**src/rtl/ods_pkg.sv**
```systemverilog
package ods_pkg;

  // field widths
  localparam int WAVE_W   = 3;   // waveform code width
  localparam int OP_W     = 4;   // command code width
  localparam int AMP_W    = 14;  // amplitude in mV, peak to peak
  localparam int BIAS_W   = 16;  // signed offset level in mV
  localparam int RATIO_W  = 10;  // on fraction in 0.1 % steps
  localparam int NUM_W    = 32;  // numeric parameter width
  localparam int MANT_W   = 16;  // reply mantissa width
  localparam int EXP_W    = 8;   // reply exponent width
  localparam int POINT_W  = 2;   // reply digits after the point
  localparam int NUM_WAVES = 6;  // number of waveform types

  // limits and rounding figures
  localparam logic [NUM_W-1:0] BIAS_LIMIT_MV  = 32'h0000_13A1;  // 5025 mV for |offset| + amplitude/2
  localparam logic [NUM_W-1:0] UV_PER_MV      = 32'h0000_03E8;  // 1000 uV per mV
  localparam logic [NUM_W-1:0] HALF_MV_UV     = 32'h0000_01F4;  // 500 uV, half a mV
  localparam logic [NUM_W-1:0] THREE_DIG_MV   = 32'h0000_03E8;  // 1000 mV, where 3 digits mean a 10 mV step
  localparam logic [NUM_W-1:0] TEN_MV         = 32'h0000_000A;  // 10 mV step above 1 V
  localparam logic [NUM_W-1:0] HALF_TEN_MV    = 32'h0000_0005;  // half of the 10 mV step
  localparam logic [NUM_W-1:0] ON_THRESH      = 32'h0000_01F4;  // 0.5 in thousandths rounds to 1
  localparam logic [NUM_W-1:0] RATIO_DIV      = 32'h0000_000A;  // hundredths of % per 0.1 % step
  localparam logic [NUM_W-1:0] RATIO_HALF     = 32'h0000_0005;  // half of a 0.1 % step

  // reset values
  localparam logic [RATIO_W-1:0]       RATIO_RST = 10'h1F4;  // 50.0 % for every waveform
  localparam logic signed [BIAS_W-1:0] BIAS_RST  = 16'h0000; // offset level 0 mV

  // reply encodings
  localparam logic signed [MANT_W-1:0] RATIO_NONE = 16'hFFF6;  // -1.0 in tenths
  localparam logic signed [EXP_W-1:0]  EXP_MILLI  = 8'hFD;     // 10^-3
  localparam logic signed [EXP_W-1:0]  EXP_UNIT   = 8'h00;     // 10^0
  localparam logic [POINT_W-1:0]       PT_NONE    = 2'h0;
  localparam logic [POINT_W-1:0]       PT_TENTHS  = 2'h1;
  localparam logic [POINT_W-1:0]       PT_HUNDRED = 2'h2;

  // waveform types; the long and the short sine keyword both select sinusoid
  typedef enum logic [WAVE_W-1:0] {
    WAVE_SINUSOID    = 3'h0,
    WAVE_TRIANGLE    = 3'h1,
    WAVE_RECTANGULAR = 3'h2,
    WAVE_NARROW_RECT = 3'h3,
    WAVE_RAMP        = 3'h4,
    WAVE_DC          = 3'h5
  } ods_wave_t;

  // decoded host commands
  typedef enum logic [OP_W-1:0] {
    OP_NONE             = 4'h0,
    OP_BIAS_ENABLE_SET  = 4'h1,
    OP_BIAS_ENABLE_QRY  = 4'h2,
    OP_BIAS_LEVEL_SET   = 4'h3,
    OP_BIAS_LEVEL_QRY   = 4'h4,
    OP_FRAC_ENABLE_SET  = 4'h5,
    OP_FRAC_ENABLE_QRY  = 4'h6,
    OP_FRAC_LEVEL_SET   = 4'h7,
    OP_FRAC_LEVEL_QRY   = 4'h8,
    OP_EMIT_SET         = 4'h9,
    OP_EMIT_QRY         = 4'hA,
    OP_WAVE_QRY         = 4'hB
  } ods_op_t;

  // reply kinds
  typedef enum logic [1:0] {
    RSP_NUMBER   = 2'h0,
    RSP_OVERFLOW = 2'h1,
    RSP_WAVE     = 2'h2
  } ods_kind_t;

  // one parsed command; num is uV, thousandths or hundredths of % by command
  typedef struct packed {
    logic                    valid;
    ods_op_t                 op;
    logic                    isWord;
    logic                    wordOn;
    logic signed [NUM_W-1:0] num;
  } ods_cmd_t;

  // one reply: value = mant / 10^point * 10^exp
  typedef struct packed {
    logic                     valid;
    ods_kind_t                kind;
    logic signed [MANT_W-1:0] mant;
    logic [POINT_W-1:0]       point;
    logic signed [EXP_W-1:0]  exp;
    ods_wave_t                wave;
  } ods_rsp_t;

endpackage : ods_pkg

```
**src/rtl/ods_ratio_mem.sv**
```systemverilog
`timescale 1ns/1ns
module ods_ratio_mem (
  // clock and reset
  input  wire logic                         core_clk,
  input  wire logic                         rst,
  // write port
  input  wire logic                         writeEn,
  input  wire logic [ods_pkg::WAVE_W-1:0]   writeAddr,
  input  wire logic [ods_pkg::RATIO_W-1:0]  writeData,
  // read port, data one cycle after the address
  input  wire logic [ods_pkg::WAVE_W-1:0]   readAddr,
  output      logic [ods_pkg::RATIO_W-1:0]  readData
);
  import ods_pkg::*;

  logic [RATIO_W-1:0] store [NUM_WAVES];  // one ratio per waveform

  // storage; every entry restarts at the default ratio
  genvar gi;
  generate
    for (gi = 0; gi < NUM_WAVES; gi++) begin : g_entry
      always_ff @(posedge core_clk) begin
        if (rst) begin
          store[gi] <= RATIO_RST;
        end else if (writeEn && (writeAddr == WAVE_W'(gi))) begin
          store[gi] <= writeData;
        end
      end
    end
  endgenerate

  // registered read; a write to the read address passes through so no stale value shows
  always_ff @(posedge core_clk) begin
    if (rst) begin
      readData <= RATIO_RST;
    end else if (writeEn && (writeAddr == readAddr)) begin
      readData <= writeData;
    end else if (readAddr < NUM_WAVES[WAVE_W-1:0]) begin
      readData <= store[readAddr];
    end else begin
      readData <= RATIO_RST;  // unused codes read as default
    end
  end

endmodule : ods_ratio_mem

```
**src/rtl/ods_settings.sv**
```systemverilog
`timescale 1ns/1ns
module ods_settings (
  // clock and reset
  input  wire logic                               core_clk,
  input  wire logic                               rst,
  // command in, reply out
  input  wire ods_pkg::ods_cmd_t                  cmdIn,
  output      logic                               cmdReady,
  output      ods_pkg::ods_rsp_t                  rspOut,
  // context from neighbouring blocks
  input  wire ods_pkg::ods_wave_t                 waveSel,
  input  wire logic [ods_pkg::AMP_W-1:0]          ampMv,
  input  wire logic [ods_pkg::RATIO_W-1:0]        ratioMin,
  input  wire logic [ods_pkg::RATIO_W-1:0]        ratioMax,
  // settings
  output      logic                               biasEnable,
  output      logic signed [ods_pkg::BIAS_W-1:0]  biasLevel,
  output      logic                               onFractionEnable,
  output      logic [ods_pkg::RATIO_W-1:0]        onFractionLevel,
  output      logic                               emitEnable,
  output      logic                               dcForceOff,
  // execution error
  input  wire logic                               execErrClear,
  output      logic                               execErrFlag,
  output      logic                               execErrPulse
);
  import ods_pkg::*;

  typedef enum logic [0:0] {
    ST_IDLE = 1'b0,  // waiting for a command
    ST_EXEC = 1'b1   // latched command is carried out
  } ods_state_t;

  ods_state_t               stateReg;        // command sequencer
  ods_state_t               stateNext;
  ods_cmd_t                 cmdReg;          // command under execution
  ods_wave_t                waveReg;         // waveform seen last cycle
  logic                     waveChange;      // waveform switched this cycle
  logic [RATIO_W-1:0]       memRatio;        // stored ratio of waveReg
  logic                     memWe;           // ratio store write
  logic [RATIO_W-1:0]       memWdata;
  logic                     biasEnableNext;
  logic signed [BIAS_W-1:0] biasLevelNext;
  logic                     fracEnableNext;
  logic                     emitEnableNext;
  logic                     errNow;          // this execution is an error
  ods_rsp_t                 rspNext;
  logic                     switchOn;        // decoded on/off parameter
  logic                     isDc;
  logic                     canRatio;
  logic [NUM_W-1:0]         lim;             // offset magnitude allowed now
  logic [NUM_W-1:0]         mag;             // working magnitude
  logic [NUM_W-1:0]         absUv;           // offset request magnitude in uV
  logic [NUM_W-1:0]         halfAmp;

  // on/off decode shared by every switch command
  function automatic logic onOffValue(input ods_cmd_t c);
    logic [NUM_W-1:0] a;
    a = c.num[NUM_W-1] ? NUM_W'(-c.num) : NUM_W'(c.num);
    if (c.isWord) begin
      onOffValue = c.wordOn;
    end else begin
      onOffValue = (a >= ON_THRESH);
    end
  endfunction : onOffValue

  // waveforms on which the ratio function may be on
  function automatic logic waveCanRatio(input ods_wave_t w);
    waveCanRatio = (w == WAVE_RECTANGULAR) || (w == WAVE_NARROW_RECT) || (w == WAVE_RAMP);
  endfunction : waveCanRatio

  // plain numeric reply
  function automatic ods_rsp_t numRsp(input logic signed [MANT_W-1:0] m, input logic [POINT_W-1:0] p,
                                      input logic signed [EXP_W-1:0] e);
    numRsp       = '0;
    numRsp.valid = 1'b1;
    numRsp.kind  = RSP_NUMBER;
    numRsp.mant  = m;
    numRsp.point = p;
    numRsp.exp   = e;
  endfunction : numRsp

  // offset reply: mV below 1 V, volts with two decimals above
  function automatic ods_rsp_t biasRsp(input logic signed [BIAS_W-1:0] lvl);
    logic [BIAS_W-1:0]        a;
    logic signed [MANT_W-1:0] m;
    a = lvl[BIAS_W-1] ? BIAS_W'(-lvl) : BIAS_W'(lvl);
    if (a >= THREE_DIG_MV[BIAS_W-1:0]) begin
      m = MANT_W'(a / TEN_MV[BIAS_W-1:0]);
      biasRsp = numRsp(lvl[BIAS_W-1] ? -m : m, PT_HUNDRED, EXP_UNIT);
    end else if (a == '0) begin
      biasRsp = numRsp('0, PT_NONE, EXP_UNIT);
    end else begin
      m = MANT_W'(a);
      biasRsp = numRsp(lvl[BIAS_W-1] ? -m : m, PT_NONE, EXP_MILLI);
    end
  endfunction : biasRsp

  // waveform context
  assign waveChange = (waveSel != waveReg);
  assign isDc       = (waveReg == WAVE_DC);
  assign canRatio   = waveCanRatio(waveReg);
  assign switchOn   = onOffValue(cmdReg);
  assign halfAmp    = NUM_W'((ampMv + AMP_W'(1)) >> 1);  // rounds up so the sum never passes the limit
  assign lim        = (halfAmp >= BIAS_LIMIT_MV) ? '0 : (BIAS_LIMIT_MV - halfAmp);

  // a command is only taken while the stored ratio matches the waveform
  assign cmdReady = (stateReg == ST_IDLE) && !waveChange;

  // one execution cycle after every accepted command
  always_comb begin
    stateNext = stateReg;
    case (stateReg)
      ST_IDLE: begin
        if (cmdIn.valid && cmdReady) begin
          stateNext = ST_EXEC;
        end
      end
      ST_EXEC: stateNext = ST_IDLE;
      default: stateNext = ST_IDLE;
    endcase
  end

  // command execution: next settings, reply and error
  always_comb begin
    biasEnableNext = biasEnable;
    biasLevelNext  = biasLevel;
    fracEnableNext = onFractionEnable;
    emitEnableNext = emitEnable;
    memWe          = 1'b0;
    memWdata       = memRatio;
    errNow         = 1'b0;
    rspNext        = '0;
    mag            = '0;
    absUv          = '0;
    if (stateReg == ST_EXEC) begin
      case (cmdReg.op)
        OP_BIAS_ENABLE_SET: begin
          if (switchOn && isDc) begin
            errNow = 1'b1;
          end else begin
            biasEnableNext = switchOn;
          end
        end
        OP_BIAS_ENABLE_QRY: begin
          errNow  = isDc;
          rspNext = numRsp({{(MANT_W-1){1'b0}}, biasEnable && !isDc}, PT_NONE, EXP_UNIT);
        end
        OP_BIAS_LEVEL_SET: begin
          if (isDc) begin
            errNow = 1'b1;
          end else if (!biasEnable) begin
            errNow = 1'b1;
          end else begin
            absUv = cmdReg.num[NUM_W-1] ? NUM_W'(-cmdReg.num) : NUM_W'(cmdReg.num);
            mag   = (absUv + HALF_MV_UV) / UV_PER_MV;
            if (mag >= THREE_DIG_MV) begin
              // round once from uV; rounding the mV result again would carry a lower digit up
              mag = ((absUv + HALF_MV_UV * TEN_MV) / (UV_PER_MV * TEN_MV)) * TEN_MV;
            end
            if (mag > lim) begin
              errNow = 1'b1;
              mag    = (lim >= THREE_DIG_MV) ? (lim / TEN_MV) * TEN_MV : lim;  // floor keeps 3 digits inside limit
            end
            biasLevelNext = cmdReg.num[NUM_W-1] ? -BIAS_W'(mag) : BIAS_W'(mag);
          end
        end
        OP_BIAS_LEVEL_QRY: begin
          if (isDc) begin
            errNow       = 1'b1;
            rspNext      = '0;
            rspNext.valid = 1'b1;
            rspNext.kind = RSP_OVERFLOW;
          end else begin
            errNow  = !biasEnable;
            rspNext = biasRsp(biasLevel);
          end
        end
        OP_FRAC_ENABLE_SET: begin
          if (switchOn && !canRatio) begin
            errNow = 1'b1;
          end else begin
            fracEnableNext = switchOn;
          end
        end
        OP_FRAC_ENABLE_QRY: begin
          errNow  = !canRatio;
          rspNext = numRsp({{(MANT_W-1){1'b0}}, onFractionEnable && canRatio}, PT_NONE, EXP_UNIT);
        end
        OP_FRAC_LEVEL_SET: begin
          if (!canRatio) begin
            errNow = 1'b1;
          end else if (!onFractionEnable) begin
            errNow = 1'b1;
          end else if (cmdReg.num[NUM_W-1]) begin
            errNow = 1'b1;
          end else begin
            mag = (NUM_W'(cmdReg.num) + RATIO_HALF) / RATIO_DIV;
            if (mag < NUM_W'(ratioMin)) begin
              errNow = 1'b1;
              mag    = NUM_W'(ratioMin);
            end else if (mag > NUM_W'(ratioMax)) begin
              errNow = 1'b1;
              mag    = NUM_W'(ratioMax);
            end
            memWe    = 1'b1;
            memWdata = mag[RATIO_W-1:0];
          end
        end
        OP_FRAC_LEVEL_QRY: begin
          if (!canRatio) begin
            errNow  = 1'b1;
            rspNext = numRsp(RATIO_NONE, PT_TENTHS, EXP_UNIT);
          end else begin
            errNow  = !onFractionEnable;
            rspNext = numRsp(MANT_W'(memRatio), PT_TENTHS, EXP_UNIT);
          end
        end
        OP_EMIT_SET: emitEnableNext = switchOn;
        OP_EMIT_QRY: rspNext = numRsp({{(MANT_W-1){1'b0}}, emitEnable}, PT_NONE, EXP_UNIT);
        OP_WAVE_QRY: begin
          rspNext       = '0;
          rspNext.valid = 1'b1;
          rspNext.kind  = RSP_WAVE;
          rspNext.wave  = waveReg;
        end
        default: errNow = 1'b0;  // unknown codes do nothing
      endcase
    end
  end

  // sequencer and command latch
  always_ff @(posedge core_clk) begin
    if (rst) begin
      stateReg <= ST_IDLE;
      cmdReg   <= '0;
    end else begin
      stateReg <= stateNext;
      if (cmdIn.valid && cmdReady) begin
        cmdReg <= cmdIn;
      end
    end
  end

  // waveform tracking
  always_ff @(posedge core_clk) begin
    if (rst) begin
      waveReg    <= WAVE_SINUSOID;
      dcForceOff <= 1'b0;
    end else begin
      waveReg    <= waveSel;
      dcForceOff <= waveChange && (waveSel == WAVE_DC);
    end
  end

  // settings; a switch to DC or to an unfit waveform overrides an offset or on-fraction enable command in the same cycle
  always_ff @(posedge core_clk) begin
    if (rst) begin
      biasEnable       <= 1'b0;
      biasLevel        <= BIAS_RST;
      onFractionEnable <= 1'b0;
      emitEnable       <= 1'b0;
    end else begin
      biasEnable       <= biasEnableNext && !(waveChange && (waveSel == WAVE_DC));
      biasLevel        <= biasLevelNext;
      onFractionEnable <= fracEnableNext && !(waveChange && !waveCanRatio(waveSel));
      emitEnable       <= emitEnableNext;
    end
  end

  // reply register
  always_ff @(posedge core_clk) begin
    if (rst) begin
      rspOut <= '0;
    end else begin
      rspOut <= rspNext;
    end
  end

  // sticky error; a new error wins over a clear in the same cycle
  always_ff @(posedge core_clk) begin
    if (rst) begin
      execErrFlag  <= 1'b0;
      execErrPulse <= 1'b0;
    end else begin
      execErrPulse <= errNow;
      if (errNow) begin
        execErrFlag <= 1'b1;
      end else if (execErrClear) begin
        execErrFlag <= 1'b0;
      end
    end
  end

  // per-waveform ratio store; the live ratio follows the waveform
  ods_ratio_mem u_ratio_mem (
    .core_clk  (core_clk),
    .rst       (rst),
    .writeEn   (memWe),
    .writeAddr (waveReg),
    .writeData (memWdata),
    .readAddr  (waveReg),
    .readData  (memRatio)
  );

  assign onFractionLevel = memRatio;

endmodule : ods_settings

```
**config.mk**
```make
export PLATFORM = sky130hd
export DESIGN_NAME = ods_settings
export DESIGN_NICKNAME = d
export VERILOG_FILES = /design/src/rtl/ods_pkg.sv /design/src/rtl/ods_ratio_mem.sv /design/src/rtl/ods_settings.sv
export SDC_FILE = /design/constraint.sdc
export NUM_CORES = 1
export LEC_CHECK = 0
export BUFFER_PORTS_ARGS = -buffer_cell sky130_fd_sc_hd__buf_2
export CORE_MARGIN = 4
export CORE_UTILIZATION = 60
export CTS_BUF_LIST = sky130_fd_sc_hd__clkbuf_2 sky130_fd_sc_hd__clkbuf_4 sky130_fd_sc_hd__clkbuf_8
export DETAILED_ROUTE_END_ITERATION = 16
export PLACE_DENSITY_LB_ADDON = 0.1
export SLEW_MARGIN = 20
export SYNTH_ARGS = -nofsm -noshare
export SYNTH_HDL_FRONTEND = slang
export SYNTH_HIERARCHICAL = 1
export SYNTH_SLANG_ARGS = --single-unit
```
**constraint.sdc**
```tcl
create_clock -name core_clk -period 40.9 [get_ports core_clk]
set_input_delay 4.09 -clock core_clk [delete_from_list [all_inputs] [get_ports core_clk]]
set_output_delay 4.09 -clock core_clk [all_outputs]
set_load 0.01 [all_outputs]
```
# Word-level counts from Yosys, hierarchy flattened
# Memories as Yosys holds them, arrays and structs flattened. A register that Yosys moved wholly into a read port is not among the register bits.
# Index checks and enable logic that the tools add are counted.
totals:
  register_bits: 106
  ram_bits: 60
  in_bits: 79
  wordCells: 198
  memories: 1
classes:
  n_addsub: 10
  multipliers: 2
  div: 5
  order_cmp: 9
  n_eq_ne: 21
  mux: 88
  n_bitwise: 8
  n_reduce_logical: 34
memory_table:
  columns: ["memory", "depth", "width", "read_ports", "rd_ports_with_merged_regs", "wr", "line", "text"]
  rows:
  - ["u_ratio_mem.store", 6, 10, 1, 1, 6, "ods_ratio_mem.sv:16", "logic [RATIO_W-1:0] store [NUM_WAVES];"]
ops:
  columns: ["operator", "n"]
  rows:
  - ["$mux W32", 7]
  - ["$pmux W32 S6", 1]
  - ["$mux W16", 10]
  - ["$mux W10", 15]
  - ["$mux W29", 3]
  - ["$div A32 B4 Y32 const B", 2]
  - ["$ge A32 B10 Y1 const B", 2]
  - ["$neg A16 Y16", 4]
  - ["$mux W1", 48]
  - ["$add A32 B13 Y32 const B", 1]
  - ["$add A32 B3 Y32 const B", 1]
  - ["$add A32 B9 Y32 const B", 1]
  - ["$div A32 B10 Y32 const B", 1]
  - ["$div A32 B14 Y32 const B", 1]
  - ["$ge A32 B9 Y1 const B", 1]
  - ["$gt A32 B10 Y1", 1]
  - ["$gt A32 B32 Y1", 1]
  - ["$lt A32 B10 Y1", 1]
  - ["$mul A32 B3 Y15 const B", 1]
  - ["$mul A32 B3 Y31 const B", 1]
  - ["$neg A32 Y32", 1]
  - ["$mux W30", 1]
  - ["$div A16 B4 Y16 const B", 1]
  - ["$eq A4 B3 Y1 const B", 4]
  - ["26 further kinds", 67]

# Logic depth before layout (Yosys ltp)
# Gate-level depths: netlist of run 1.
logic_depth:
  ltp_word: 18
  ltp_mapped: 124
  ltp_nobuf: 116

# Modules after synthesis
# Netlist of run 1, hierarchy kept.
by_module_without_submodules:
  columns: ["mod", "instances", "cells_per_inst", "area_per_inst_um2", "seq_area_each_um2"]
  rows:
  - ["ods_settings", 1, 4498, 30394.2, 1781.7]
  - ["ods_ratio_mem", 1, 212, 3184.3, 2001.9]

# Worst setup path after synthesis of run 1
# OpenSTA, ideal clock, no wires.
synth_timing:
  path_type: "register to register"
  from: "register cmdReg[31] (netlist name)"
  to: "register biasLevel[15] (netlist name)"
  t_arrival_ns: 24.872
  required_time_ns: 40.826
  path_slack_ns: 15.954
  path_stages_with_launch: 115
  path_cell_list: "dfxtp_1 -> buf_6 -> buf_2 -> buf_2 -> buf_2 -> buf_2 -> o31ai_1 -> xnor2_1 -> ha_1 -> o211a_1 -> a32o_1 -> o311ai_1 -> a2111oi_0 -> nand4b_1 -> xnor2_1 -> or3_1 -> nor4_2 -> a21o_1 -> [... 79 more ...] -> o21ai_0 -> a21o_1 -> a21oi_1 -> a21oi_1 -> a21oi_1 -> nor2_1 -> mux2_2 -> nor2_2 -> and3b_1 -> and2_1 -> and2b_1 -> nor3b_2 -> nand2_1 -> or2_1 -> or3_1 -> nor3_1 -> mux2i_1 -> a31oi_1"
synth_via:
  elab_chain_len: 18
  word_cells_on_any_way: 21
synth_lines:
  columns: ["item", "line", "text"]
  rows:
  - ["from (decl)", "ods_settings.sv:36", "ods_cmd_t cmdReg;"]
  - ["from (signal assigned)", "ods_settings.sv:240", "cmdReg <= cmdIn;"]
  - ["$neg A32 Y32", "ods_settings.sv:155", "absUv = cmdReg.num[NUM_W-1] ? NUM_W'(-cmdReg.num) : NUM_W'(cmdReg.num);"]
  - ["$mux W32", "ods_settings.sv:155", null]
  - ["$add A32 B13 Y32 / $add A32 B9 Y32 (equally long branches)", "ods_settings.sv:159, ods_settings.sv:156", null]
  - ["$div A32 B14 Y32 / $div A32 B10 Y32 (equally long branches)", "ods_settings.sv:159, ods_settings.sv:156", null]
  - ["$mul A32 B3 Y31 / $ge A32 B10 Y1 (equally long branches)", "ods_settings.sv:159, ods_settings.sv:157", null]
  - ["$mux W32", "ods_settings.sv:157", "if (mag >= THREE_DIG_MV) begin"]
  - ["$mux W32", "ods_settings.sv:152", "end else if (!biasEnable) begin"]
  - ["$mux W32", "ods_settings.sv:150", "if (isDc) begin"]
  - ["[... 2 more ...]", null, null]
  - ["$gt A32 B32 Y1", "ods_settings.sv:161", "if (mag > lim) begin"]
  - ["$mux W16", "ods_settings.sv:161", null]
  - ["$mux W16", "ods_settings.sv:152", null]
  - ["$mux W16", "ods_settings.sv:150", null]
  - ["$mux W16", "ods_settings.sv:137", "case (cmdReg.op)"]
  - ["$mux W16", "ods_settings.sv:136", "if (stateReg == ST_EXEC) begin"]
  - ["$neg A16 Y16", "ods_settings.sv:165", "biasLevelNext = cmdReg.num[NUM_W-1] ? -BIAS_W'(mag) : BIAS_W'(mag);"]
  - ["$mux W16 *", "ods_settings.sv:165", null]
  - ["to (signal assigned)", "ods_settings.sv:265", "biasLevel <= biasLevelNext;"]
  - ["to (decl)", "ods_settings.sv:17", "output logic signed [ods_pkg::BIAS_W-1:0] biasLevel,"]
# Mark *: on every way between the ends. The rest lies on a longest branch, timed or not. The select of a mux whose other input is x is not followed.
# A chain may end at the register's enable or synchronous reset.

# Final worst setup path of run 1
layout_timing:
  from: "register cmdReg[1] (netlist name)"
  to: "register biasLevel[15] (netlist name)"
layout_via:
  elab_chain_len: 18
  word_cells_on_any_way: 21
layout_lines:
  columns: ["item", "line"]
  rows:
  - ["$neg A32 Y32", "ods_settings.sv:155"]
  - ["$mux W32 *", "ods_settings.sv:155"]
  - ["$add A32 B13 Y32 / $add A32 B9 Y32 (equally long branches)", "ods_settings.sv:159, ods_settings.sv:156"]
  - ["$div A32 B14 Y32 / $div A32 B10 Y32 (equally long branches)", "ods_settings.sv:159, ods_settings.sv:156"]
  - ["$mul A32 B3 Y31 / $ge A32 B10 Y1 (equally long branches)", "ods_settings.sv:159, ods_settings.sv:157"]
  - ["$mux W32 *", "ods_settings.sv:157"]
  - ["$mux W32 *", "ods_settings.sv:152"]
  - ["$mux W32 *", "ods_settings.sv:150"]
  - ["[... 2 more ...]", null]
  - ["$gt A32 B32 Y1", "ods_settings.sv:161"]
  - ["$mux W16 *", "ods_settings.sv:161"]
  - ["$mux W16 *", "ods_settings.sv:152"]
  - ["$mux W16 *", "ods_settings.sv:150"]
  - ["$mux W16 *", "ods_settings.sv:137"]
  - ["$mux W16 *", "ods_settings.sv:136"]
  - ["$neg A16 Y16", "ods_settings.sv:165"]
  - ["$mux W16 *", "ods_settings.sv:165"]
# Marked as above.

==> results of run 1 <==
-- logic make-up after synthesis --
| family | after synthesis | synth area share, % |
|---|---|---|
| mux | 131 | 4.72 |
| fa+ha+maj | 134 | 4.93 |
| buf+inv | 353 | 4.70 |
| other cells | 2 | 0.0224 |
| simple gates | 1880 | 28.2 |
| compound gates | 1625 | 34.8 |
| flops | 159 | 11.3 |
| xor+xnor | 426 | 11.4 |
-- Yosys cell counts (36+ instances only) --
master    number
nand2_1      493
nor2_1       403
a21oi_1      368
xnor2_1      298
o21ai_0      224
nand3_1      167
nor3_1       167
inv_1        133
ha_1         117
xor2_1       117
clkbuf_1     109
and2_1       103
dfxtp_1       99
nand2b_1      94
a31oi_1       91
o211ai_1      76
a21o_1        75
nand4_1       69
a211oi_1      68
mux2i_1       67
o31ai_1       62
edfxtp_1      60
or3_1         57
and3_1        51
nor4_1        51
o22ai_1       50
buf_2         48
o21a_1        44
mux2_2        38
nor2b_1       37
o21ai_1       36
-- through the flow --
stage	hold slack, ns	area, sq um	setup slack, ns	utilization, %
after floorplan	0.437	33600	15.95	-
after global placement	0.434	34500	11.92	62.5
after detailed placement	0.437	34500	11.19	62.5
after CTS	0.458	34900	11.12	63.2
after global routing	0.475	34900	8.28	63.2
final	0.455	34900	10.54	63.2
-- critical path: cells and delay by family, from the launching register on --
family | cells | cell delay [ns]
xor+xnor | 5 | 1.10
mux | 7 | 2.43
fa+ha+maj | 5 | 1.49
buf+inv | 3 | 0.53
simple gates | 28 | 7.61
compound gates | 61 | 16.66
flops | 1 | 0.41
-- worst paths after layout --
| kind | start | to | slack, ns | depth (start not counted) |
|---|---|---|---|---|
| setup / recovery | cmdReg[1] | biasLevel[15] | 10.54 | 109 |
| hold / removal | execErrFlag | execErrFlag | 0.45 | 1 |
| hold reg to reg | execErrFlag | execErrFlag | 0.45 | 1 |
| setup reg to reg | cmdReg[1] | biasLevel[15] | 10.54 | 109 |
-- cells in the final DEF (no fill, tap or decap), drive strengths merged, types with 55 or more instances in the layout --
cell	count
nand2	495
nor2	409
a21oi	382
xnor2	305
o21ai	267
buf	179
nor3	173
nand3	167
inv	149
xor2	121
ha	117
and2	105
dfxtp	99
a31oi	96
nand2b	94
o211ai	78
a21o	77
a211oi	77
mux2i	72
nand4	69
o31ai	64
edfxtp	60
or3	58
nor4	56
o22ai	55
-- final cells by class --
cell class	count	area share (%)
sequential	159	10.9
clock inverter	13	0.301
multi-input combinational	4201	81.1
tap	748	2.68
clock buffer	18	0.692
timing repair buffer	179	2.83
inverter	144	1.55
-- routing by layer --
layer	vias to the layer above	part of all wire [%]
met4	2	3.0
met2	1414	46
li1	17900	-
met3	232	6.4
met1	17200	44
met5	-	0.015
-- sequential cells by signal, summed over array words and instances (netlist names), 3 cells and up --
name	count
u_ratio_mem/store	60
cmdReg	38
biasLevel	16
u_ratio_mem/readData	10
rspOut	25
waveReg	3
==> impl_metrics.tcl, run 1 <==
set metrics [dict create \
    slew_viol_final 0 \
    drv_cap 0 \
    skew_ns 0.0129 \
    synth_seq_cells 159 \
    synth_area_sq_um 33600 \
    slew_headroom_pct 25.3 \
    layout.nets 4900 \
    clock_path_buffers 2 \
    drt_iter0_drc 3280 \
    setup_viol 0 \
    drt-total-wl_mm 104 \
    core-area_sq_um 55200 \
    grt.met3_usage_pct 3.64 \
    clk_pin_slew_ns 0.09 \
    hold_viol_final 0 \
    cp_max_fo 28 \
    yosysTopAreaCellShare_pct 7.77 \
    cts_tree "done" \
    design.portCount 144 \
    rows 86 \
    diodes 0 \
    hpwl_mm 82.1 \
    post_drt_wl_per_cell_um 19.1 \
    multi_input_area_sq_um 28300 \
    htree_levels 4 \
    ys_seq_area_share_pct 11.3 \
    num-fill-cells 5265 \
    endpoint_kind "flip-flop" \
    fin_tns_setup_ns 0 \
    area_growth_pct 3.88 \
    drtAntennaViolNets 0 \
    grt.overflow.total 0 \
    cp_common_cell "a21oi_1" \
    yosysTopAreaCell "xnor2_1" \
    post_cts_resized 0 \
    crit_slowest_cell "a2111oi_0" \
    die_y_um 245 \
    root_buffer "clkbuf_8" \
    clock_latency_ns 0.50 \
    grt_antenna_before_repair 1 \
    synthDistinctLibCells 155 \
    grt_pass1_wl_mm 168 \
    rsz0062_at_grt "false" \
    fin_crit_ns 30.36 \
    avgSynthCellArea_sq_um 7.13 \
    critPathKind "reg -> reg" \
    gp_congestion 1.02 \
    syn_inst 4710 \
    yosys_warnings 6 \
    grt.busiest_layer "met2" \
    post-route-period-util_pct 74.2 \
    holdCritPathClass "reg -> reg" \
    use_met1_pct 44.4 \
    drcViolationCount 0 \
    ys_top_cells_by_area "xnor2_1, dfxtp_1, nand2_1, a21oi_1, edfxtp_1" \
    grt_pass1_vias 32800 \
    synthArstFlopShare_pct 0 \
    slowest_delay_ns 0.95 \
    placedCellCount 5431 \
    grtUsageTotal_pct 32.7 \
    fin_cells 5462 \
    cts_hold_buf 0 \
    die_x_um 245 \
    use_met2_pct 54.8 \
    clock-sinks 159 \
    cp_data_required_time_ns 41.32 \
    portBuffers 142 \
    cts_buffers 17 \
    status "finished clean" \
    firstDrtPassIters 6 \
    start_kind "flip-flop" \
    fmax_mhz 32.9 \
    num_vias 36800 \
    vias_per_cell 6.74 \
    start_util_pct 60.8 \
    grt_max_degree 73 \
    postCtsSetupBuffers 0 \
    die_area_sq_um 59800 \
    worst_pin_slew_ns 1.12 \
    synth_flop_cell "dfxtp_1" \
    register_area_sq_um 3780 \
    drive_gt1_share_pct 10.3 \
    arrival_ns 30.78 \
    synth_edf_count 60 \
]
Power of run 1 is not shown: default switching activity piles up to over one toggle a cycle in this logic, so the estimate is an artifact.
==> inputs of run 2 (changes only) <==
- clock period: 40.9 -> 26.4 ns (I/O delays scaled with it)
==> impl_metrics.tcl, run 2 (synthesis results as in run 1) <==
set metrics [dict create \
    status "finished clean" \
    dpl_cell_area_sq_um 35800 \
    drive_gt1_share_pct 18.4 \
    largest-register "u_ratio_mem/store" \
    grtUsageTotal_pct 33.7 \
    drv_cap 0 \
    htree_levels 4 \
    cts_buffers 17 \
    start_util_pct 60.8 \
    cp_max_fo 11 \
    die_x_um 245 \
    drtAntennaViolNets 0 \
    firstDrtPassIters 6 \
    r2r_setup_slack_ns 1.15 \
    grt_antenna_before_repair 1 \
    fmax_mhz 39.6 \
    design_area_sq_um 38300 \
    crit-reg2reg-launch "cmdReg[1]" \
    grt_max_degree 73 \
    die_area_sq_um 59800 \
    clock_latency_ns 0.49 \
    slew_headroom_pct 26.1 \
    endpoint_kind "flip-flop" \
    arrival_ns 25.66 \
    grt_pass1_wl_mm 173 \
    drt-total-wl_mm 111 \
    grt_pass1_vias 34000 \
    most-common-layout-cells "nand2_1, nor2_1, a21oi_1" \
    hpwl_mm 84.5 \
    fin_crit_ns 25.25 \
    slowest_delay_ns 0.61 \
    drcViolationCount 0 \
    skew_ns 0.0181 \
    gp_congestion 1.01 \
    num_vias 38300 \
    cts_tree "done" \
    fin_tns_setup_ns 0 \
    hold_viol_final 0 \
    rows 86 \
    cp_data_required_time_ns 26.81 \
    startpoint "cmdReg[1]" \
    worst_pin_slew_ns 1.10 \
    top_regs "u_ratio_mem/store x60, cmdReg x38, rspOut x25" \
    timing.rr.end "biasLevel[15]" \
    setup_viol 0 \
    cts_hold_buf 0 \
    holdCritPathClass "reg -> reg" \
    drt_iter0_drc 3447 \
    design.portCount 144 \
    core-area_sq_um 55200 \
    root_buffer "clkbuf_8" \
    cp_common_cell "a21oi_1" \
    post_drt_wl_per_cell_um 19.4 \
    die_y_um 245 \
    critPathKind "reg -> reg" \
    grt.overflow.total 0 \
    final_common_cell "nand2_1" \
    start_kind "flip-flop" \
    vias_per_cell 6.71 \
    portBuffers 142 \
    clock_path_buffers 2 \
    clk_pin_slew_ns 0.10 \
    largest_reg_flops 60 \
    layout.nets 5150 \
    crit_slowest_cell "or4_4" \
    clock-sinks 159 \
    post-route-period-util_pct 95.6 \
    crit_end "biasLevel[15]" \
    slew_viol_final 0 \
    area_growth_pct 14.0 \
    r2r_cells 115 \
]
==> run 2: area by class of cell <==
cell class,instances,area (sq um)
Antenna cell,1,2.50
Clock buffer,17,234
Clock inverter,15,176
Fill cell,4861,16900
Inverter,144,547
Multi-Input combinational cell,4203,29700
Sequential cell,159,3790
Tap cell,748,936
Timing Repair Buffer,427,2870
==> run 2: repair_timing <==
item                       CTS  global route
buffers inserted             0            78
resized for setup            2           267
pin swaps                    0            72
gates cloned                 0             2
setup endpoints to repair    2            18
==> run 2: how the worst min path moves through the flow <==
stage	from	endpoint	slack, ns	depth (start not counted)
2_1_floorplan	cmdReg[32]	cmdReg[32]	0.44	2
3_3_place_gp	execErrFlag	execErrFlag	0.44	1
3_5_place_dp	cmdReg[32]	cmdReg[32]	0.46	2
4_1_cts	cmdReg[32]	cmdReg[32]	0.47	2
5_1_grt	execErrFlag	execErrFlag	0.50	1
6_report	cmdReg[32]	cmdReg[32]	0.47	2
==> run 2: per-stage QoR <==
step	hold WS [ns]	cells	utilization, %	setup WS (ns)
after floorplan	0.437	4713	-	1.45
after global placement	0.437	5600	64.8	0.529
after detailed placement	0.460	5600	64.8	-0.0838
after CTS	0.472	5632	65.6	0.0398
after global routing	0.496	5713	69.4	-0.361
final	0.475	5714	69.4	1.15
==> run 2: critical path: cells and delay by family, from the launching register on <==
| kind | cells | cell delay, ns |
|---|---|---|
| XOR/XNOR | 6 | 1.08 |
| buffers and inverters | 14 | 2.13 |
| multiplexers | 5 | 1.24 |
| AO/OA/AOI/OAI | 56 | 11.41 |
| adder cells (fa/ha/maj) | 5 | 1.17 |
| AND/OR/NAND/NOR | 29 | 7.73 |
| flip-flops | 1 | 0.38 |
==> run 2: metal layers <==
layer	vias up	part of all wire (%)	GRT usage [%]
met2	1566	47	56.8
li1	18400	-	-
met3	247	6.8	3.87
met5	-	0	0
met4	0	3.1	9.97
met1	18100	43	45.4
Power of run 2 is left out for the same reason.
